==> src/rtl/pwee_pkg.sv <==
/*
 * Constants for the password and EEPROM byte access register slice.
 * Assumes an 8-bit register address space on a single core clock.
 */
package pwee_pkg;
    // ****************************************************************
    // Register offsets
    // ****************************************************************
    localparam logic [7:0] ADDR_PASSWORD_BYTE0 = 8'h39;
    localparam logic [7:0] ADDR_PASSWORD_BYTE1 = 8'h3A;
    localparam logic [7:0] ADDR_PASSWORD_BYTE2 = 8'h3B;
    localparam logic [7:0] ADDR_PASSWORD_BYTE3 = 8'h3C;
    localparam logic [7:0] ADDR_EEPROM_BYTE_POINTER = 8'h3D;
    localparam logic [7:0] ADDR_EEPROM_BYTE_VALUE = 8'h3E;

    // ****************************************************************
    // Reset values and codes
    // ****************************************************************
    localparam logic [7:0] RST_PASSWORD_BYTE = 8'h00;
    localparam logic [7:0] RST_EEPROM_BYTE_POINTER = 8'hC0;
    localparam logic [7:0] RST_EEPROM_BYTE_VALUE = 8'h00;
    localparam logic [7:0] RDATA_WRITE_ONLY = 8'h00;
    localparam logic [7:0] PASSWORD_ENABLED_CODE = 8'hFF;

    // ****************************************************************
    // Timing
    // ****************************************************************
    localparam int CORE_CLK_HZ = 200_000_000;
    localparam int FIRST_REFRESH_MS = 66;
    localparam int FIRST_REFRESH_CYCLES = FIRST_REFRESH_MS * (CORE_CLK_HZ / 1000);
    localparam int REFRESH_CNT_W = 24;
endpackage

==> src/rtl/pwee_regs.sv <==
/*
 * Password entry and single-byte EEPROM pointer/value registers.
 * Assumes the serial bus front end delivers one-cycle read and write
 * strobes on core_clk, and the EEPROM engine pulses fetch_valid when a
 * single-byte read has returned data.
 */
// Notes on behaviour
// - password word built from four bytes, lowest offset holds bits 7:0.
// - password bytes are write-only; reads always return zero.
// - pointer holds the single-byte EEPROM address, resets to C0h.
// - pointer and value always readable; their writes are password-protected.
// - value holds fetched or to-be-stored EEPROM byte, resets to 00h.
// - about 66 ms after power-up, all password bytes clear to 00h.
// - with enable code 255, protected writes are dropped without a matching password.
// - match compares all 32 bits against the stored password mirror.
`timescale 1ns/1ps
`default_nettype none
module pwee_regs #(
    parameter int FIRST_REFRESH_CYCLES = pwee_pkg::FIRST_REFRESH_CYCLES
) (
    input wire logic core_clk,
    input wire logic rstn,
    input wire logic [7:0] reg_addr,
    input wire logic reg_wr,
    input wire logic [7:0] reg_wdata,
    input wire logic reg_rd,
    output logic [7:0] reg_rdata,
    input wire logic [7:0] password_enable_code,
    input wire logic [31:0] stored_password_mirror,
    input wire logic fetch_valid,
    input wire logic [7:0] fetch_data,
    output logic write_unlocked,
    output logic [7:0] eeprom_byte_pointer,
    output logic [7:0] eeprom_byte_value
);
    // ****************************************************************
    // State
    // ****************************************************************
    typedef struct packed {
        logic [3:0][7:0] password_word;
        logic [7:0] pointer;
        logic [7:0] value;
        logic [7:0] rdata;
        logic [pwee_pkg::REFRESH_CNT_W-1:0] refresh_cnt;
        logic refresh_done;
    } pwee_state_t;

    localparam logic [pwee_pkg::REFRESH_CNT_W-1:0] REFRESH_LAST =
        pwee_pkg::REFRESH_CNT_W'(FIRST_REFRESH_CYCLES - 1);

    pwee_state_t state_q;
    pwee_state_t state_d;
    logic protect_on;
    logic pw_hit;
    logic refresh_clear;

    // Password bytes themselves are never protected, else no unlock path
    assign protect_on = (password_enable_code ==
                         pwee_pkg::PASSWORD_ENABLED_CODE);
    assign pw_hit = (state_q.password_word == stored_password_mirror);
    assign write_unlocked = !protect_on || pw_hit;
    assign refresh_clear = !state_q.refresh_done &&
                           (state_q.refresh_cnt == REFRESH_LAST);
    assign eeprom_byte_pointer = state_q.pointer;
    assign eeprom_byte_value = state_q.value;
    assign reg_rdata = state_q.rdata;

    // ****************************************************************
    // Next state
    // ****************************************************************
    always_comb begin
        state_d = state_q;
        if (!state_q.refresh_done) begin
            state_d.refresh_cnt = state_q.refresh_cnt +
                                  pwee_pkg::REFRESH_CNT_W'(1);
        end
        if (reg_wr) begin
            unique case (reg_addr)
                pwee_pkg::ADDR_PASSWORD_BYTE0: begin
                    state_d.password_word[0] = reg_wdata;
                end
                pwee_pkg::ADDR_PASSWORD_BYTE1: begin
                    state_d.password_word[1] = reg_wdata;
                end
                pwee_pkg::ADDR_PASSWORD_BYTE2: begin
                    state_d.password_word[2] = reg_wdata;
                end
                pwee_pkg::ADDR_PASSWORD_BYTE3: begin
                    state_d.password_word[3] = reg_wdata;
                end
                pwee_pkg::ADDR_EEPROM_BYTE_POINTER: begin
                    if (write_unlocked) begin
                        state_d.pointer = reg_wdata;
                    end
                end
                pwee_pkg::ADDR_EEPROM_BYTE_VALUE: begin
                    if (write_unlocked) begin
                        state_d.value = reg_wdata;
                    end
                end
                default: begin
                end
            endcase
        end
        // Fetched EEPROM data beats a host write in the same cycle
        if (fetch_valid) begin
            state_d.value = fetch_data;
        end
        // Clear after the first refresh beats a concurrent password write
        if (refresh_clear) begin
            state_d.refresh_done = 1'b1;
            state_d.password_word = {4{pwee_pkg::RST_PASSWORD_BYTE}};
        end
        if (reg_rd) begin
            unique case (reg_addr)
                pwee_pkg::ADDR_EEPROM_BYTE_POINTER: begin
                    state_d.rdata = state_q.pointer;
                end
                pwee_pkg::ADDR_EEPROM_BYTE_VALUE: begin
                    state_d.rdata = state_q.value;
                end
                default: begin
                    // Password bytes and unmapped offsets read zero
                    state_d.rdata = pwee_pkg::RDATA_WRITE_ONLY;
                end
            endcase
        end
    end

    always_ff @(posedge core_clk or negedge rstn) begin
        if (!rstn) begin
            state_q.password_word <= {4{pwee_pkg::RST_PASSWORD_BYTE}};
            state_q.pointer <= pwee_pkg::RST_EEPROM_BYTE_POINTER;
            state_q.value <= pwee_pkg::RST_EEPROM_BYTE_VALUE;
            state_q.rdata <= 8'h00;
            state_q.refresh_cnt <= '0;
            state_q.refresh_done <= 1'b0;
        end else begin
            state_q <= state_d;
        end
    end

    // ****************************************************************
    // Checks
    // ****************************************************************
    a_pw_low_byte: assert property (
        @(posedge core_clk) disable iff (!rstn)
        reg_wr && reg_addr == pwee_pkg::ADDR_PASSWORD_BYTE0 && !refresh_clear
        |=> state_q.password_word[0] == $past(reg_wdata))
        else $error("password byte 0 not stored in bits 7:0");
    a_pw_high_byte: assert property (
        @(posedge core_clk) disable iff (!rstn)
        reg_wr && reg_addr == pwee_pkg::ADDR_PASSWORD_BYTE3 && !refresh_clear
        |=> state_q.password_word[3] == $past(reg_wdata))
        else $error("password byte 3 not stored in bits 31:24");
    a_pw_read_zero: assert property (
        @(posedge core_clk) disable iff (!rstn)
        reg_rd && reg_addr >= pwee_pkg::ADDR_PASSWORD_BYTE0 &&
        reg_addr <= pwee_pkg::ADDR_PASSWORD_BYTE3 |=> reg_rdata == 8'h00)
        else $error("password byte read returned nonzero");
    a_ptr_hold: assert property (
        @(posedge core_clk) disable iff (!rstn)
        !(reg_wr && reg_addr == pwee_pkg::ADDR_EEPROM_BYTE_POINTER)
        |=> $stable(eeprom_byte_pointer))
        else $error("pointer changed without a write");
    a_ptr_readback: assert property (
        @(posedge core_clk) disable iff (!rstn)
        reg_rd && reg_addr == pwee_pkg::ADDR_EEPROM_BYTE_POINTER
        |=> reg_rdata == $past(eeprom_byte_pointer))
        else $error("pointer read mismatch");
    a_fetch_load: assert property (
        @(posedge core_clk) disable iff (!rstn)
        fetch_valid |=> eeprom_byte_value == $past(fetch_data))
        else $error("fetched byte not loaded");
    a_refresh_clear: assert property (
        @(posedge core_clk) disable iff (!rstn)
        $rose(state_q.refresh_done) |-> state_q.password_word == 32'h0 ##1
        state_q.refresh_done [*3])
        else $error("password not cleared after first refresh");
    a_lock_match: assert property (
        @(posedge core_clk) disable iff (!rstn)
        password_enable_code == 8'hFF &&
        state_q.password_word != stored_password_mirror |-> !write_unlocked)
        else $error("unlocked without matching password");
    a_locked_drop: assert property (
        @(posedge core_clk) disable iff (!rstn)
        reg_wr && reg_addr == pwee_pkg::ADDR_EEPROM_BYTE_VALUE &&
        !write_unlocked && !fetch_valid |=> $stable(eeprom_byte_value))
        else $error("locked write changed value register");
    a_pw_byte_one: assert property (
        @(posedge core_clk) disable iff (!rstn)
        reg_wr && reg_addr == pwee_pkg::ADDR_PASSWORD_BYTE1 && !refresh_clear
        |=> state_q.password_word[1] == $past(reg_wdata))
        else $error("password byte 1 not stored in bits 15:8");
    a_pw_byte_two: assert property (
        @(posedge core_clk) disable iff (!rstn)
        reg_wr && reg_addr == pwee_pkg::ADDR_PASSWORD_BYTE2 && !refresh_clear
        |=> state_q.password_word[2] == $past(reg_wdata))
        else $error("password byte 2 not stored in bits 23:16");
    a_ptr_write: assert property (
        @(posedge core_clk) disable iff (!rstn)
        reg_wr && reg_addr == pwee_pkg::ADDR_EEPROM_BYTE_POINTER &&
        write_unlocked |=> eeprom_byte_pointer == $past(reg_wdata))
        else $error("unlocked pointer write not stored");
    a_ptr_locked: assert property (
        @(posedge core_clk) disable iff (!rstn)
        reg_wr && reg_addr == pwee_pkg::ADDR_EEPROM_BYTE_POINTER &&
        !write_unlocked |=> $stable(eeprom_byte_pointer))
        else $error("locked write changed pointer register");
    a_val_write: assert property (
        @(posedge core_clk) disable iff (!rstn)
        reg_wr && reg_addr == pwee_pkg::ADDR_EEPROM_BYTE_VALUE &&
        write_unlocked && !fetch_valid
        |=> eeprom_byte_value == $past(reg_wdata))
        else $error("unlocked value write not stored");
    a_val_readback: assert property (
        @(posedge core_clk) disable iff (!rstn)
        reg_rd && reg_addr == pwee_pkg::ADDR_EEPROM_BYTE_VALUE
        |=> reg_rdata == $past(eeprom_byte_value))
        else $error("value read mismatch");
    a_rdata_hold: assert property (
        @(posedge core_clk) disable iff (!rstn)
        !reg_rd |=> $stable(reg_rdata))
        else $error("read data changed without a read");
    a_clear_wins: assert property (
        @(posedge core_clk) disable iff (!rstn)
        refresh_clear
        |=> state_q.password_word == 32'h0 && state_q.refresh_done)
        else $error("password survived the first refresh clear");
    a_refresh_once: assert property (
        @(posedge core_clk) disable iff (!rstn)
        state_q.refresh_done |=> state_q.refresh_done)
        else $error("refresh done flag fell again");
    a_unlock_open: assert property (
        @(posedge core_clk) disable iff (!rstn)
        password_enable_code != pwee_pkg::PASSWORD_ENABLED_CODE
        |-> write_unlocked)
        else $error("locked although protection is off");
    a_unlock_match: assert property (
        @(posedge core_clk) disable iff (!rstn)
        state_q.password_word == stored_password_mirror |-> write_unlocked)
        else $error("locked although password matches");
endmodule
`default_nettype wire

==> config.mk <==
export PLATFORM = sky130hd
export DESIGN_NAME = pwee_regs
export DESIGN_NICKNAME = d
export VERILOG_FILES = /design/src/rtl/pwee_pkg.sv /design/src/rtl/pwee_regs.sv
export SDC_FILE = /design/constraint.sdc
export NUM_CORES = 1
export LEC_CHECK = 0
export ABC_AREA = 1
export BUFFER_PORTS_ARGS = -buffer_cell sky130_fd_sc_hd__buf_2
export CAP_MARGIN = 20
export CORE_AREA = 3 3 96 98
export DETAILED_ROUTE_END_ITERATION = 12
export DIE_AREA = 0 0 99 101
export MAX_ROUTING_LAYER = met4
export PLACE_DENSITY = 0.75
export SYNTH_ARGS = -nofsm -noshare
export SYNTH_HDL_FRONTEND = slang
export SYNTH_SLANG_ARGS = --single-unit
==> constraint.sdc <==
create_clock -name core_clk -period 3.2 [get_ports core_clk]
set_clock_uncertainty 0.05 [all_clocks]
set_input_delay 0.48 -clock core_clk [delete_from_list [all_inputs] [get_ports core_clk]]
set_output_delay 0.48 -clock core_clk [all_outputs]
set_load 0.1 [all_outputs]
==> qor.yml, run 1 <==
die-area_um2: 10000
dr_total_vias: 3864
cts_root_buf: "clkbuf_8"
vias_per_cell: 5.12
slew_viol_final: 0
die_w_um: 99
routabilityCongestion: 0.887
clkSlewWorstSetupHoldPaths_ps: 100
final_common_cell: "nand2_1"
yosysSeqAreaShare: 0.436
worstPathMaxFanout: 2
wire_per_inst_um: 13.9
synth_seq_cells: 81
fin_nets: 711
leakage_nw: 2.76
dr.pass1.iters: 4
postRouteAntennaNets: 0
timing.final.crit_share: 0.809
coreArea_um2: 8550
grt_pass1_wl_um: 17900
first_global_vias: 3815
synth_fp_nets: 643
layout.cells.non_filler: 754
relSlewSlack: 0.626
finalInstanceArea_um2: 5190
clk_latency_ps: 360
yosys_warnings: 0
place_ws_ps: 796
syn_avg_cell_area_um2: 8.12
min_path_type: "in2reg"
tightest_slew_ps: 561
wl_met3_um: 819
syn_area_um2: 4650
peakVddDrop_mv: 0.223
die_h_um: 101
max_cap_viol_count: 0
layout_common_cells: "163 x nand2_1, 92 x buf_2, 79 x dfrtp_1"
m1WireLength_um: 4270
htreeDepth: 3
setup_tns_ps: 0
fin_crit_ps: 2590
hpwl_um: 7980
drt-initial-drc-count: 208
ios: 94
highest_layer: "met4"
setup_slack_ps: 613
cp.arrival_ps: 2060
track_usage: 0.230
cts.sinks: 81
dr_wl_met2_um: 5290
drc: 0
timing.fmax_ghz: 0.386
port_buffers: 93
finalSetupViolCount: 0
syn_to_final_growth_pct: 11.6
power.total_mw: 2.22
status: "finished clean"
synthCells: 573
tritoncts: "built"
grt_max_degree: 82
ys_types: 33
layout-drive-gt1-share: 0.234
numCtsBuffers: 9
n_antenna_cell: 0
required_ps: 2670
rsz0062_at_grt: "false"
power-per-cell-area_nw_per_um2: 428
dp_cells: 736
cts_setup_buffers: 0
dpl_cell_area_um2: 4970
grt_antenna_before_repair: 0
cts_resized: 0
cts_buffer_depth: 2
final_hold_viol_count: 0
cp-start-kind: "register"
path_class: "reg2out"
overflow: 0
rows: 34
cp-end-kind: "output port"
start_util: 0.544
wirelength_um: 10500
-- report_power, final --
group          switching (mW)  internal [mW]  total, mW  leakage (nW)
registers              0.0290           1.06       1.09          1.08
clock network           0.421          0.298      0.719        0.0927
logic                   0.311          0.101      0.412          1.58
total                   0.761           1.46       2.22          2.76
-- metal layers --
layer,up-vias,GRT usage
met2,117,0.384
met4,0,0.0756
li1,1945,-
met5,-,-
met3,10,0.0443
met1,1792,0.283
-- synthesized netlist by cell type, drive strengths merged --
| library cell | instances | area share |
|---|---|---|
| a31oi | 8 | 0.011 |
| buf | 33 | 0.058 |
| clkbuf | 6 | 0.0048 |
| clkinv | 3 | 0.0027 |
| dfrtp | 79 | 0.42 |
| dfstp | 2 | 0.011 |
| ha | 1 | 0.0027 |
| inv | 64 | 0.052 |
| nand2 | 167 | 0.14 |
| nand3 | 77 | 0.092 |
| nand3b | 1 | 0.0016 |
| nand4 | 23 | 0.034 |
| nor2 | 35 | 0.032 |
| nor3 | 9 | 0.018 |
| nor4 | 3 | 0.0086 |
| o21ai | 16 | 0.024 |
| xnor2 | 29 | 0.055 |
| xor2 | 17 | 0.032 |
-- worst paths after layout --
| check | endpoint | depth (start not counted) | start | slack (ps) |
|---|---|---|---|---|
| min reg2reg | state_q[4] | 1 | state_q[4] | 450 |
| min | eeprom_byte_pointer[7] | 3 | reg_wdata[7] | 290 |
| min in group asynchronous | state_q[57] | 2 | rstn | 430 |
| max reg2reg | eeprom_byte_pointer[0] | 10 | state_q[73] | 1340 |
| max | write_unlocked | 8 | state_q[73] | 610 |
| max in group asynchronous | eeprom_byte_pointer[6] | 3 | rstn | 2060 |
-- worst max-delay path, stage by stage (launching register included) --
cell and delay [ps]:
dfrtp_1 420, xnor2_1 140, nand2_1 60, nor2_1 160, nand2_1 70, nor2_1 160, nand2_1 110, nand2_1 130
buf_2 450
-- state kept, by name (all words and copies together), names as in the netlist --
signal               cells
state_q                 57
eeprom_byte_pointer      8
eeprom_byte_value        8
reg_rdata                8
-- metrics by stage --
step,util,hold WS [ps]
after global placement,0.581,428
after floorplan,-,134
after CTS,0.603,279
after global routing,0.607,262
final,0.607,285
after detailed placement,0.581,432
-- logic make-up (layout without fill, tap and decap cells) --
| group | after synthesis | count (layout) | share of synthesized area |
|---|---|---|---|
| AOI/OAI and AO/OA | 24 | 24 | 0.0344 |
| xor gates and xnor gates | 46 | 46 | 0.0866 |
| adders and majority gates | 1 | 1 | 0.00269 |
| buffers and inverters | 106 | 179 | 0.118 |
| DFF | 81 | 81 | 0.436 |
| and+or+nand+nor | 315 | 315 | 0.323 |
-- final cells by class --
type | instances | area [um2]
Clock inverter | 7 | 62.6
Sequential cell | 81 | 2030
Clock buffer | 9 | 124
Multi-Input combinational cell | 386 | 2080
Tap cell | 108 | 135
Fill cell | 784 | 3360
Inverter | 67 | 253
Timing Repair Buffer | 96 | 513
-- what timing repair did --
action                                 CTS  global route
hold buffers                             0             1
setup endpoints to repair                0             0
endpoints found under the hold margin    0             7
Power figures use the tool's default switching activity.
==> inputs of run 2 (changes only) <==
--- a/config.mk
+++ b/config.mk
@@ -8,11 +8,11 @@
 export ABC_AREA = 1
 export BUFFER_PORTS_ARGS = -buffer_cell sky130_fd_sc_hd__buf_2
 export CAP_MARGIN = 20
-export CORE_AREA = 3 3 96 98
+export CORE_AREA = 3 3 101 103
 export DETAILED_ROUTE_END_ITERATION = 12
-export DIE_AREA = 0 0 99 101
+export DIE_AREA = 0 0 104 106
 export MAX_ROUTING_LAYER = met4
-export PLACE_DENSITY = 0.75
+export PLACE_DENSITY = 0.71
 export SYNTH_ARGS = -nofsm -noshare
 export SYNTH_HDL_FRONTEND = slang
 export SYNTH_SLANG_ARGS = --single-unit
==> constraint.sdc (replaced) <==
create_clock -name core_clk -period 2.1 [get_ports core_clk]
set_clock_uncertainty 0.05 [all_clocks]
set_input_delay 0.315 -clock core_clk [delete_from_list [all_inputs] [get_ports core_clk]]
set_output_delay 0.315 -clock core_clk [all_outputs]
set_load 0.1 [all_outputs]
==> qor.yml, run 2 (same netlist as run 1, synthesis figures left out) <==
p_seq_frac: 0.474
cp-start-kind: "register"
final_common_cell: "nand2_1"
overflow: 0
numCtsBuffers: 9
die_h_um: 106
layout-drive-gt1-share: 0.245
grt_max_degree: 66
start_util: 0.501
met1_usage: 0.263
fillCellCount: 908
cts.sinks: 81
p_int_mw: 2.34
r2r_cells: 13
syn_to_final_growth_pct: 13.5
ios: 94
grt.busiest_layer: "met2"
largest_reg_flops: 57
timing.fmax_ghz: 0.487
timing.final.crit_share: 0.978
clk_latency_ps: 360
min_path_type: "in2reg"
largest_register: "state_q"
wirelength_um: 10600
drt-initial-drc-count: 268
hold_ws_ps: 134
htreeDepth: 3
rows: 35
port_buffers: 93
cts_root_buf: "clkbuf_8"
die_w_um: 104
pwr-share-comb: 0.179
power-per-cell-area_nw_per_um2: 664
coreArea_um2: 9280
place_ws_ps: 211
dr_total_vias: 3921
path_class: "reg2out"
tightest_slew_ps: 702
peakVddDrop_mv: 0.346
postRouteAntennaNets: 0
n_antenna_cell: 0
first_global_vias: 3678
wire_per_inst_um: 13.7
cts_buffer_depth: 2
holdPathStages: 3
clkSlewWorstSetupHoldPaths_ps: 100
vias_per_cell: 5.04
routabilityCongestion: 0.900
max_cap_viol_count: 0
drc: 0
sw_frac_of_total: 0.332
met3_usage: 0.0431
cp.arrival_ps: 1690
status: "finished clean"
relSlewSlack: 0.532
final_hold_viol_count: 0
rsz0062_at_grt: "true"
layout_common_cells: "161 x nand2_1, 91 x buf_2, 79 x dfrtp_1"
cp-end-kind: "output port"
leakage_nw: 2.79
track_usage: 0.204
tritoncts: "built"
fin_nets: 714
p_switching_mw: 1.16
slew_viol_final: 0
hpwl_um: 8170
grtUsageMet2: 0.320
r2r_setup_slack_ps: 270
dr.pass1.iters: 4
fin_crit_ps: 2050
setup_slack_ps: 46.8
required_ps: 1740
die-area_um2: 11000
finalSetupViolCount: 0
grt_pass1_wl_um: 17700
grt_antenna_before_repair: 0
clkPwrFrac: 0.347
worstPathMaxFanout: 3
## run 2: cell count changes in the layout (fill, tap and decap cells not counted), sizes merged
cell / previous run / this run
buf: 95 / 98
bufinv: 0 / 1
clkinvlp: 1 / 0
clkinv: 5 / 4
inv: 68 / 69
## run 2: repair_timing
action	in CTS	in global routing
endpoints found under the setup margin	1	1
hold buffers	1	0
pin swaps	0	0
endpoints found under the hold margin	51	0
setup buffers	1	0
gates resized for setup	4	0
gates cloned	0	0
## run 2: metrics by stage
step | area [um2] | power (mW) | cells | setup TNS [ps] | util
after floorplan | 4660 | 2.18 | 573 | 0 | -
after global placement | 5050 | 2.31 | 760 | 0 | 0.544
after detailed placement | 5050 | 2.32 | 760 | 0 | 0.544
after CTS | 5280 | 3.54 | 778 | 0 | 0.569
after global routing | 5280 | 3.65 | 778 | -80.2 | 0.569
final | 5280 | 3.51 | 778 | 0 | 0.569
## run 2: cell type report
class / count / area [um2] / area share
multi-input combinational: 386 / 2090 / 0.396
sequential: 81 / 2030 / 0.384
timing repair buffer: 99 / 543 / 0.103
inverter: 67 / 253 / 0.0478
tap: 129 / 161 / 0.0306
clock buffer: 9 / 124 / 0.0234
clock inverter: 7 / 82.6 / 0.0156
## run 2: final timing paths
path	to	start
setup / recovery	write_unlocked	state_q[66]
hold / removal	eeprom_byte_pointer[7]	reg_wdata[7]
setup reg to reg	eeprom_byte_pointer[0]	state_q[66]
hold reg to reg	state_q[4]	state_q[4]
max in group asynchronous	state_q[74]	rstn
min in group asynchronous	reg_rdata[0]	rstn
## run 2: worst max-delay path, cell delays in order (launching register included)
cell     delay, ps
dfrtp_1        420
inv_1           60
nand2_1         50
nand2_1         50
nand2_1         70
nor2_2         110
nand2_1         80
nor2_2         130
nand2_2        100
nand2_2        100
buf_12         180
## run 2: metal layers
| metal | vias to the layer above | wire length [um] |
|---|---|---|
| met2 | 116 | 5210 |
| met1 | 1845 | 4670 |
| met4 | 0 | 131 |
| met3 | 14 | 611 |
| met5 | - | 0 |
| li1 | 1946 | - |
## run 2: power by group through the flow
stage               clock, mW  combinational [mW]  sequential [mW]
floorplan                   0               0.497             1.68
global placement            0               0.619             1.69
detailed placement          0               0.631             1.69
CTS                      1.24               0.634             1.66
global route             1.31               0.676             1.67
finish                   1.22               0.629             1.66
